===== src/inc/emibs_pkg.sv =====
// shared constants, state codes and helpers of the external memory bus sequencer
package emibs_pkg;

    // width of the phase timer, which counts system clock cycles
    localparam int          CNT_W          = 8;

    // values the timing setup takes after reset
    localparam logic [4:0]  RD_WAIT_RST    = 5'h1f;
    localparam logic [4:0]  RD_DLY_RST     = 5'h01;
    localparam logic [4:0]  WR_WAIT_RST    = 5'h1f;
    localparam logic [4:0]  WR_DLY_RST     = 5'h00;
    localparam logic        RATIO_ONE_RST  = 1'b0;
    localparam logic        ALE_TWO_RST    = 1'b0;
    localparam logic        MUX16_RST      = 1'b0;

    // fixed phase lengths in half bus cycles
    localparam logic [7:0]  H_ADDR_LEAD    = 8'h01;
    localparam logic [7:0]  H_ALE_HOLD     = 8'h01;
    localparam logic [7:0]  H_WR_HOLD      = 8'h01;
    localparam logic [7:0]  H_BYTE2_LATE   = 8'h01;
    localparam logic [7:0]  H_ALE_ONE      = 8'h02;
    localparam logic [7:0]  H_ALE_TWO      = 8'h04;
    localparam logic [7:0]  H_STRB_MIN     = 8'h02;

    // sequencer phases, one-hot
    typedef enum logic [7:0] {
        ST_IDLE  = 8'h01,
        ST_ALEAD = 8'h02,
        ST_ALE   = 8'h04,
        ST_AHOLD = 8'h08,
        ST_SLATE = 8'h10,
        ST_CSW   = 8'h20,
        ST_STRB  = 8'h40,
        ST_WHOLD = 8'h80
    } emibs_state_e;

    // half bus cycles to system clock cycles
    function automatic logic [7:0] emibs_cycles(input logic [7:0] halves,
                                                input logic       ratio_one);
        logic [8:0] sum;
        sum = {1'b0, halves} + 9'h001;
        emibs_cycles = ratio_one ? sum[8:1] : halves;
    endfunction : emibs_cycles

    // subtraction that stops at zero
    function automatic logic [7:0] emibs_sub_sat(input logic [7:0] a,
                                                 input logic [7:0] b);
        emibs_sub_sat = (a > b) ? (a - b) : 8'h00;
    endfunction : emibs_sub_sat

endpackage : emibs_pkg


===== src/verilog/emibs_phase_timer.sv =====
// down counter that times one phase of the memory bus sequence
`timescale 1ns/10ps
`default_nettype none
module emibs_phase_timer
    import emibs_pkg::*;
(
    input  wire logic             clock,
    input  wire logic             arst_n,
    input  wire logic             load,
    input  wire logic [CNT_W-1:0] load_val,
    output logic                  last
);
    logic [CNT_W-1:0] cnt_q;

    // reload on each phase entry, count down to zero
    always_ff @(posedge clock or negedge arst_n) begin
        if (!arst_n) begin
            cnt_q <= 8'h00;
        end else if (load) begin
            cnt_q <= load_val;
        end else if (cnt_q != 8'h00) begin
            cnt_q <= cnt_q - 8'h01;
        end
    end

    // final cycle of the running phase
    assign last = (cnt_q == 8'h01);
endmodule : emibs_phase_timer
`default_nettype wire


===== src/verilog/emibs_sequencer.sv =====
// external static memory bus sequencer: strobes, address latch and byte splitting
// Contract
// (RULE1) bus clock is the system clock times one half by default, or times one
// (RULE2) address latch strobe lasts one bus cycle by default, two when chosen
// (RULE3) read strobe lasts read wait count minus read delay plus one cycles
// (RULE4) read strobe follows chip select by read delay; address valid that long
// (RULE5) read strobe and chip select are released on the same edge
// (RULE6) multiplexed address stands through latch strobe and half a cycle after
// (RULE7) write strobe lasts write wait count minus write delay plus one cycles
// (RULE8) write strobe follows select by write delay; address and data half earlier
// (RULE9) wide write on byte bus becomes two cycles; second address half late
// (RULE10) byte bus without multiplexing, or sixteen bit multiplexed address and data
// (RULE11) write strobe ends half a cycle before select; data held that half
// (RULE12) memory gives read data before strobe end and holds it until then
`timescale 1ns/10ps
`default_nettype none
module emibs_sequencer
    import emibs_pkg::*;
#(
    parameter int ADDR_W = 24
) (
    input  wire logic              clock,
    input  wire logic              arst_n,
    // timing setup
    input  wire logic              cfg_write,
    input  wire logic              cfg_ratio_one,
    input  wire logic              cfg_ale_two,
    input  wire logic              cfg_mux16,
    input  wire logic [4:0]        cfg_read_wait_count,
    input  wire logic [4:0]        cfg_read_strobe_delay,
    input  wire logic [4:0]        cfg_write_wait_count,
    input  wire logic [4:0]        cfg_write_strobe_delay,
    // system side requests
    input  wire logic              req,
    input  wire logic              req_write,
    input  wire logic              req_wide,
    input  wire logic [ADDR_W-1:0] req_addr,
    input  wire logic [15:0]       req_wdata,
    output logic                   busy,
    output logic                   done,
    output logic [15:0]            rdata,
    output logic                   bus_ratio_one,
    // external memory pins
    output logic                   chip_select_n,
    output logic                   read_strobe_n,
    output logic                   write_strobe_n,
    output logic                   addr_latch,
    output logic [ADDR_W-1:0]      mem_addr,
    output logic [15:0]            mem_data_o,
    output logic                   mem_data_oe,
    input  wire logic [15:0]       mem_data_i
);
    emibs_state_e      st_q, st_d;
    logic              ratio_one_q, ale_two_q, mux16_q;
    logic [4:0]        rd_wait_q, rd_dly_q, wr_wait_q, wr_dly_q;
    logic              wr_q, split_q, second_q;
    logic [15:0]       wdata_q;
    logic              busy_q, done_q, cs_n_q, rd_n_q, wr_n_q, ale_q, oe_q;
    logic [ADDR_W-1:0] addr_q, addr_d;
    logic [15:0]       dout_q, dout_d, rdata_q;

    wire               last;
    wire               start   = (st_q == ST_IDLE) && req;
    wire               advance = (st_q != ST_IDLE) && last;
    wire               w       = (st_q == ST_IDLE) ? req_write : wr_q;

    // timing setup, held steady while a transfer runs
    always_ff @(posedge clock or negedge arst_n) begin
        if (!arst_n) begin
            ratio_one_q <= RATIO_ONE_RST;
            ale_two_q   <= ALE_TWO_RST;
            mux16_q     <= MUX16_RST;
            rd_wait_q   <= RD_WAIT_RST;
            rd_dly_q    <= RD_DLY_RST;
            wr_wait_q   <= WR_WAIT_RST;
            wr_dly_q    <= WR_DLY_RST;
        end else if (cfg_write && (st_q == ST_IDLE) && !req) begin
            ratio_one_q <= cfg_ratio_one;
            ale_two_q   <= cfg_ale_two;
            mux16_q     <= cfg_mux16;
            rd_wait_q   <= cfg_read_wait_count;
            rd_dly_q    <= cfg_read_strobe_delay;
            wr_wait_q   <= cfg_write_wait_count;
            wr_dly_q    <= cfg_write_strobe_delay;
        end
    end

    // phase lengths in half bus cycles
    wire [4:0] dly    = w ? wr_dly_q : rd_dly_q;
    wire [4:0] wait_c = w ? wr_wait_q : rd_wait_q;
    wire [7:0] d2     = {2'b00, dly, 1'b0};
    wire [7:0] ale_h  = ale_two_q ? H_ALE_TWO : H_ALE_ONE;                 // see (RULE2)
    wire [7:0] csw_mux = emibs_sub_sat(d2, ale_h + H_ALE_HOLD);            // see (RULE6)
    wire [7:0] csw_b2  = emibs_sub_sat(d2, H_BYTE2_LATE);                  // see (RULE9)
    wire [7:0] csw_h  = (st_q == ST_SLATE) ? csw_b2 :
                        mux16_q ? csw_mux : d2;                            // see (RULE4) (RULE8)
    wire [7:0] span   = {3'b000, wait_c} - {3'b000, dly} + 8'h01;
    wire [7:0] strb_h = (wait_c >= dly) ? {span[6:0], 1'b0} : H_STRB_MIN;  // see (RULE3) (RULE7)
    wire       csw_zero = (csw_h == 8'h00);

    // phase sequencing
    always_comb begin
        st_d = st_q;
        case (st_q)
            ST_IDLE: begin
                if (req) begin
                    if (mux16_q) begin
                        st_d = ST_ALE;                                     // see (RULE10)
                    end else if (req_write) begin
                        st_d = ST_ALEAD;                                   // see (RULE8)
                    end else begin
                        st_d = csw_zero ? ST_STRB : ST_CSW;                // see (RULE4)
                    end
                end
            end
            ST_ALEAD: if (advance) st_d = csw_zero ? ST_STRB : ST_CSW;
            ST_ALE:   if (advance) st_d = ST_AHOLD;                        // see (RULE6)
            ST_AHOLD: if (advance) st_d = csw_zero ? ST_STRB : ST_CSW;
            ST_SLATE: if (advance) st_d = csw_zero ? ST_STRB : ST_CSW;
            ST_CSW:   if (advance) st_d = ST_STRB;
            ST_STRB:  if (advance) st_d = wr_q ? ST_WHOLD : ST_IDLE;       // see (RULE5) (RULE11)
            ST_WHOLD: if (advance) st_d = (split_q && !second_q) ? ST_SLATE : ST_IDLE;
            default:  st_d = ST_IDLE;
        endcase
    end

    // length of the phase being entered
    logic [7:0] len_h;
    always_comb begin
        case (st_d)
            ST_ALEAD: len_h = H_ADDR_LEAD;
            ST_ALE:   len_h = ale_h;
            ST_AHOLD: len_h = H_ALE_HOLD;
            ST_SLATE: len_h = H_BYTE2_LATE;
            ST_CSW:   len_h = csw_h;
            ST_STRB:  len_h = strb_h;
            ST_WHOLD: len_h = H_WR_HOLD;
            default:  len_h = 8'h00;
        endcase
    end

    wire       load     = (st_d != st_q) && (st_d != ST_IDLE);
    wire [7:0] load_cyc = emibs_cycles(len_h, ratio_one_q);               // see (RULE1)

    emibs_phase_timer u_timer (
        .clock    (clock),
        .arst_n   (arst_n),
        .load     (load),
        .load_val (load_cyc),
        .last     (last)
    );

    // pin values for the phase being entered
    wire       hi_byte   = second_q && (st_d != ST_SLATE);
    wire       addr_ph   = (st_d == ST_ALE) || (st_d == ST_AHOLD);
    wire       cs_n_d    = (st_d == ST_IDLE) || (st_d == ST_ALEAD);        // see (RULE8)
    wire       rd_n_d    = !((st_d == ST_STRB) && !w);                     // see (RULE5)
    wire       wr_n_d    = !((st_d == ST_STRB) && w);                      // see (RULE11)
    wire       ale_d     = (st_d == ST_ALE);
    wire       oe_d      = (st_d != ST_IDLE) && (w || (mux16_q && addr_ph));
    wire [15:0] wd       = (st_q == ST_IDLE) ? req_wdata : wdata_q;
    wire [ADDR_W-1:0] a  = (st_q == ST_IDLE) ? req_addr : addr_q;
    wire       byte2_go  = (st_q == ST_SLATE) && (st_d != ST_SLATE);       // see (RULE9)

    assign addr_d = start ? req_addr : byte2_go ? addr_q + 1'b1 : addr_q;
    assign dout_d = (mux16_q && addr_ph) ? a[15:0] :                       // see (RULE6)
                    mux16_q ? wd :
                    {8'h00, (hi_byte ? wd[15:8] : wd[7:0])};               // see (RULE10)

    // transfer context
    always_ff @(posedge clock or negedge arst_n) begin
        if (!arst_n) begin
            st_q     <= ST_IDLE;
            wr_q     <= 1'b0;
            split_q  <= 1'b0;
            second_q <= 1'b0;
            wdata_q  <= 16'h0000;
        end else begin
            st_q <= st_d;
            if (start) begin
                wr_q     <= req_write;
                split_q  <= req_write && req_wide && !mux16_q;             // see (RULE9)
                second_q <= 1'b0;
                wdata_q  <= req_wdata;
            end else if (st_d == ST_SLATE) begin
                second_q <= 1'b1;
            end
        end
    end

    // registered pins and status
    always_ff @(posedge clock or negedge arst_n) begin
        if (!arst_n) begin
            cs_n_q  <= 1'b1;
            rd_n_q  <= 1'b1;
            wr_n_q  <= 1'b1;
            ale_q   <= 1'b0;
            oe_q    <= 1'b0;
            addr_q  <= '0;
            dout_q  <= 16'h0000;
            busy_q  <= 1'b0;
            done_q  <= 1'b0;
        end else begin
            cs_n_q  <= cs_n_d;
            rd_n_q  <= rd_n_d;
            wr_n_q  <= wr_n_d;
            ale_q   <= ale_d;
            oe_q    <= oe_d;
            addr_q  <= addr_d;
            dout_q  <= dout_d;
            busy_q  <= (st_d != ST_IDLE);
            done_q  <= (st_q != ST_IDLE) && (st_d == ST_IDLE);
        end
    end

    // read data taken on the edge that ends the read strobe
    always_ff @(posedge clock or negedge arst_n) begin
        if (!arst_n) begin
            rdata_q <= 16'h0000;
        end else if ((st_q == ST_STRB) && advance && !wr_q) begin
            rdata_q <= mux16_q ? mem_data_i : {8'h00, mem_data_i[7:0]};    // see (RULE12)
        end
    end

    assign busy           = busy_q;
    assign done           = done_q;
    assign rdata          = rdata_q;
    assign bus_ratio_one  = ratio_one_q;
    assign chip_select_n  = cs_n_q;
    assign read_strobe_n  = rd_n_q;
    assign write_strobe_n = wr_n_q;
    assign addr_latch     = ale_q;
    assign mem_addr       = addr_q;
    assign mem_data_o     = dout_q;
    assign mem_data_oe    = oe_q;
endmodule : emibs_sequencer
`default_nettype wire


===== config.mk =====
export PLATFORM = sky130hd
export DESIGN_NAME = emibs_sequencer
export DESIGN_NICKNAME = d
export VERILOG_FILES = /design/src/inc/emibs_pkg.sv /design/src/verilog/emibs_phase_timer.sv /design/src/verilog/emibs_sequencer.sv
export SDC_FILE = /design/constraint.sdc
export NUM_CORES = 1
export LEC_CHECK = 0
export ABC_AREA = 1
export BUFFER_PORTS_ARGS = -buffer_cell sky130_fd_sc_hd__buf_4
export CAP_MARGIN = 20
export CORE_ASPECT_RATIO = 0.5
export CORE_MARGIN = 2
export CORE_UTILIZATION = 52
export CTS_BUF_LIST = sky130_fd_sc_hd__clkbuf_4
export CTS_CLUSTER_DIAMETER = 120
export CTS_CLUSTER_SIZE = 20
export DETAILED_ROUTE_END_ITERATION = 10
export GPL_TIMING_DRIVEN = 1
export HOLD_SLACK_MARGIN = 0.15
export PLACE_DENSITY = 0.76
export SLEW_MARGIN = 15
export SYNTH_ARGS = -nofsm -noshare
export SYNTH_HDL_FRONTEND = slang
export SYNTH_SLANG_ARGS = --single-unit

===== constraint.sdc =====
create_clock -name clock -period 12.1 [get_ports clock]
set_clock_uncertainty 0.05 [all_clocks]
set_input_delay 0 -clock clock [delete_from_list [all_inputs] [get_ports clock]]
set_output_delay 0 -clock clock [all_outputs]
set_load 0.01 [all_outputs]

==> results.md <==
STA:
- For this run, the top clock speed supported by timing is 217 MHz.
- Setup repair after global routing left no endpoint under its margin.
- The number of endpoints with negative hold slack in the final report is 0.
- The max-slew violation count is 0.
- The post-route clock period utilization is 38.0%.
- After routing, the total negative slack on setup checks comes to 0 ns.
- The transition time at the pin with the least slew margin is 0.900 ns.
- In this run the tightest slew margin relative to its limit is between 30% and 40%.
- The time the final worst path needs with I/O delays and setup is 4.60 ns.
- On the final layout, the worst hold slack is approximately 0.19 ns.
- The number of setup violations in the final report is 0.

Setup path:
- The worst setup path is of the reg -> reg kind.
- The endpoint of the most critical register-to-register path is u_timer.cnt_q[5]$_DFFE_PN0P_.
- In this run the register-to-register setup slack is approximately 7.5 ns.
- For the worst setup path, the data required time is approximately 13 ns.
- The worst setup path is launched from a flip-flop.
- The slowest stage of the critical path belongs to the cell dfstp_2.
- The maximum cell stage delay along the critical path is 0.59 ns.
- The worst reg2reg path depth is 29.
- The endpoint kind of the worst setup timing path is a flip-flop.
- The most numerous cell type found on the critical path is nand2_1.
- The worst register-to-register path begins at st_q[0]$_DFF_PN1_.
- The maximum fanout along the worst path is 15.
- At the worst endpoint, the arrival time is 5.02 ns.

Logic synthesis:
- The largest total area in the synthesized netlist belongs to dfrtp_1.
- The part of the Yosys area used for sequential elements is 42.3%.
- The synthesized netlist contains 48 unique library cells.
- By area the synthesized netlist is led by dfrtp_1, nand2_1, o21ai_0, dfstp_2, inv_1.
- Counting flops with a built-in enable in the synthesized netlist gives 0.
- Of the post-synthesis cell area, the dominant cell type holds 36.8%.
- The fraction of synthesis flops using an asynchronous set or reset pin is 100%.
- The number of nets in the synthesized netlist is roughly 1000.
- Yosys printed 0 warnings.
- The most instantiated flip-flop cell in the synthesis netlist is dfrtp_1.
- The number of instances in the synthesized netlist is 921.
- A synthesized cell averages 7.82 um2.
- The area of the mapped netlist is 7200 um2.
- Synthesis inferred around 120 register bits.

Global route:
- The number of antenna violations at the first check in global routing is 0.
- The global-route wire length before repair is between 30000 and 40000 um.
- Entering global routing, the biggest net connects 65 pins.
- Global routing used between 20 and 30% of the available tracks across all layers.
- The number of global-route vias before repair is approximately 7000.
- The global route total overflow is 0.

Die:
- The floorplan die width is ~170 um.
- The total die area is 14900 um2.
- For this design the top-level I/O count stands at 149.
- The initial core utilization is between 50% and 60%.
- The region available for standard cell placement spans 13600 um2.
- In this run the core area contains 30 standard-cell rows.
- The height of the die is between 80 and 90 um.

Routing:
- The routed length on met3 is 1350 um.
- After detailed routing, the number of remaining DRC violations is 0.
- The detailed-route wire length on metal 1 is approximately 9000 um.
- The post-detailed-route wirelength per cell is ~15 um.
- For this block, the initial DRC count from the detailed router was roughly 530.
- The detailed-router iteration count before antenna repair is 6.
- After detailed routing, no signal wire sits above met4.
- The final layout contains routed wiring with a total length of 20700 um.
- The via total after detailed routing is between 7000 and 8000.
- Using the TritonRoute via totals, the vias-per-cell ratio works out to 5.33.
- The number of nets with antenna violations after detailed routing is 0.
- In the detailed route, the total length drawn on met2 is 10200 um.

CTS:
- The later pin in the worst-skew pair is clocked with a latency of 0.55 ns.
- The clock tree from TritonCTS is done.
- The sink count of the clock tree is ~120.
- The cell at the root of the clock tree is clkbuf_4.
- No sink is reached through more buffers than the 2 on the longest clock path.
- The number of gates resized after CTS was 0.
- After clock tree synthesis, the clock-pin slew on the worst setup and hold paths is 0.12 ns.
- The total CTS buffers is 17.
- The H-tree depth is 4.

Run status:
- The run finished with clean final reports.

Finish:
- The number of inserted diodes is 0.
- The filler cells instantiated in the layout total about 1000.
- The share of layout cells above drive strength 1 is roughly 23%.
- From synthesis to final layout, the design area changed by 36.0%.
- The net count reported at finish is 1266.

Pwr:
- IR analysis of the VDD net gives a maximum drop of 0.126 mV.
- The leakage power figure is 4.79 nW.
- The power density normalized to cell area is around 260 nW/um2.

Worst hold path:
- The launch point of the worst hold path is cfg_read_wait_count[2].
- The path with the worst hold slack has its endpoint at rd_wait_q[2]$_DFFE_PN1P_.
- The class of the worst hold path is in -> reg.
- Counting instances, the worst hold path has a depth of 3.

Run:
- The max-cap violation count is 0.

Place:
- After legalization and detailed placement, the total HPWL measured 13600 um.
- At the end of routability-driven placement, the weighted congestion stood at between 0.9 and 1.
- The count of buffers inserted at the top-level ports is 148.
==> per-stage QoR <==
stage | worst slack, ns | power, mW | util [%] | cell area (um2) | std cells
after floorplan | 8.13 | 1.74 | - | 7200 | 921
after global placement | 7.73 | 2.10 | 62.2 | 8430 | 1233
after detailed placement | 7.54 | 2.14 | 62.2 | 8430 | 1233
after CTS | 7.51 | 2.48 | 72.1 | 9760 | 1369
after global routing | 7.13 | 2.72 | 72.2 | 9790 | 1371
final | 7.50 | 2.50 | 72.2 | 9790 | 1371
==> worst max path at each step <==
stage	start	endpoint	slack (ns)	depth (start not counted)
finish	st_q[0]$_DFF_PN1_	u_timer.cnt_q[5]$_DFFE_PN0P_	7.50	29
global route	st_q[0]$_DFF_PN1_	u_timer.cnt_q[5]$_DFFE_PN0P_	7.13	29
CTS	st_q[0]$_DFF_PN1_	u_timer.cnt_q[5]$_DFFE_PN0P_	7.51	29
detailed placement	st_q[0]$_DFF_PN1_	u_timer.cnt_q[7]$_DFFE_PN0P_	7.54	29
global placement	st_q[0]$_DFF_PN1_	u_timer.cnt_q[7]$_DFFE_PN0P_	7.73	29
floorplan	st_q[0]$_DFF_PN1_	u_timer.cnt_q[7]$_DFFE_PN0P_	8.13	30
==> layout make-up <==
| class | count | area [um2] | area share [%] |
|---|---|---|---|
| well taps | 192 | 240 | 2.45 |
| multi-input cells | 653 | 3570 | 36.5 |
| inverters | 115 | 432 | 4.41 |
| repair buffers | 258 | 2220 | 22.7 |
| clock inverters | 14 | 136 | 1.39 |
| clock buffers | 18 | 135 | 1.38 |
| flip-flops and latches | 121 | 3050 | 31.1 |
==> where the power goes <==
group          total (mW)  internal, mW  switching [mW]
Clock               0.288         0.109           0.179
Combinational        1.50         0.573           0.929
Sequential          0.711         0.580           0.131
Total                2.50          1.26            1.24
==> metal layers <==
layer | vias up | global-route usage [%]
li1 | 3543 | -
met1 | 3452 | 37.2
met2 | 279 | 48.7
met3 | 38 | 5.54
met4 | 0 | 8.78
met5 | - | 0
==> critical path, delay by kind of cell, from the launching register on <==
kind / cells / cell delay [ns]
simple gates: 20 / 2.18
fa+ha+maj: 3 / 0.82
compound gates: 5 / 0.77
flops: 1 / 0.59
buf+inv: 1 / 0.11
==> logic make-up (layout without fill, tap and decap cells) <==
family	count (synthesis)	in the layout	synth area share, %
AND/OR/NAND/NOR	415	415	26.3
AO/OA/AOI/OAI	176	176	14.0
buffers and inverters	147	405	8.08
flip-flops	121	121	42.3
XOR/XNOR	24	24	2.92
multiplexers	23	23	3.54
adder cells (fa/ha/maj)	15	15	2.82
==> registers in the layout (all words and copies together), names as in the netlist, 5 cells and up <==
| signal | cells |
|---|---|
| wr_wait_q | 5 |
| wr_dly_q | 5 |
| mem_data_o | 16 |
| rd_wait_q | 5 |
| mem_addr | 24 |
| rd_dly_q | 5 |
| rdata | 16 |
| wdata_q | 16 |
| u_timer.cnt_q | 8 |
| st_q | 8 |
==> Yosys cell counts (all sizes together), types with 3 or more instances <==
| library cell | number |
|---|---|
| o31ai | 5 |
| nand4 | 15 |
| nand2 | 223 |
| nor2 | 87 |
| nor4 | 12 |
| clkbuf | 25 |
| o211ai | 19 |
| a21oi | 44 |
| xor2 | 14 |
| nor3 | 17 |
| nand3 | 54 |
| o22ai | 7 |
| mux2i | 3 |
| buf | 7 |
| nand3b | 3 |
| a31oi | 11 |
| o21ai | 86 |
| xnor2 | 10 |
| mux2 | 20 |
| inv | 114 |
| dfrtp | 106 |
| ha | 13 |
| dfstp | 15 |
==> layout by cell type, fill, tap and decap left out, types with 5 or more instances in the layout <==
cell	count
a21oi_1	41
a31oi_1	11
buf_4	152
clkbuf_4	18
clkinvlp_4	5
dfrtp_1	106
dfstp_2	15
dlygate4sd3_1	104
ha_1	13
inv_1	105
inv_2	9
inv_6	6
mux2_2	20
nand2_1	203
nand2_2	13
nand2_4	7
nand3_1	50
nand4_1	14
nor2_1	78
nor2_2	5
nor3_1	16
nor4_1	12
o211ai_1	19
o21ai_0	81
o22ai_1	7
o31ai_1	5
xnor2_1	10
xor2_1	14
==> what timing repair did <==
action | CTS | global route
hold buffers | 104 | 1
endpoints found under the hold margin | 170 | 6
setup buffers | 0 | 0
(Power assumes the default switching activity.)
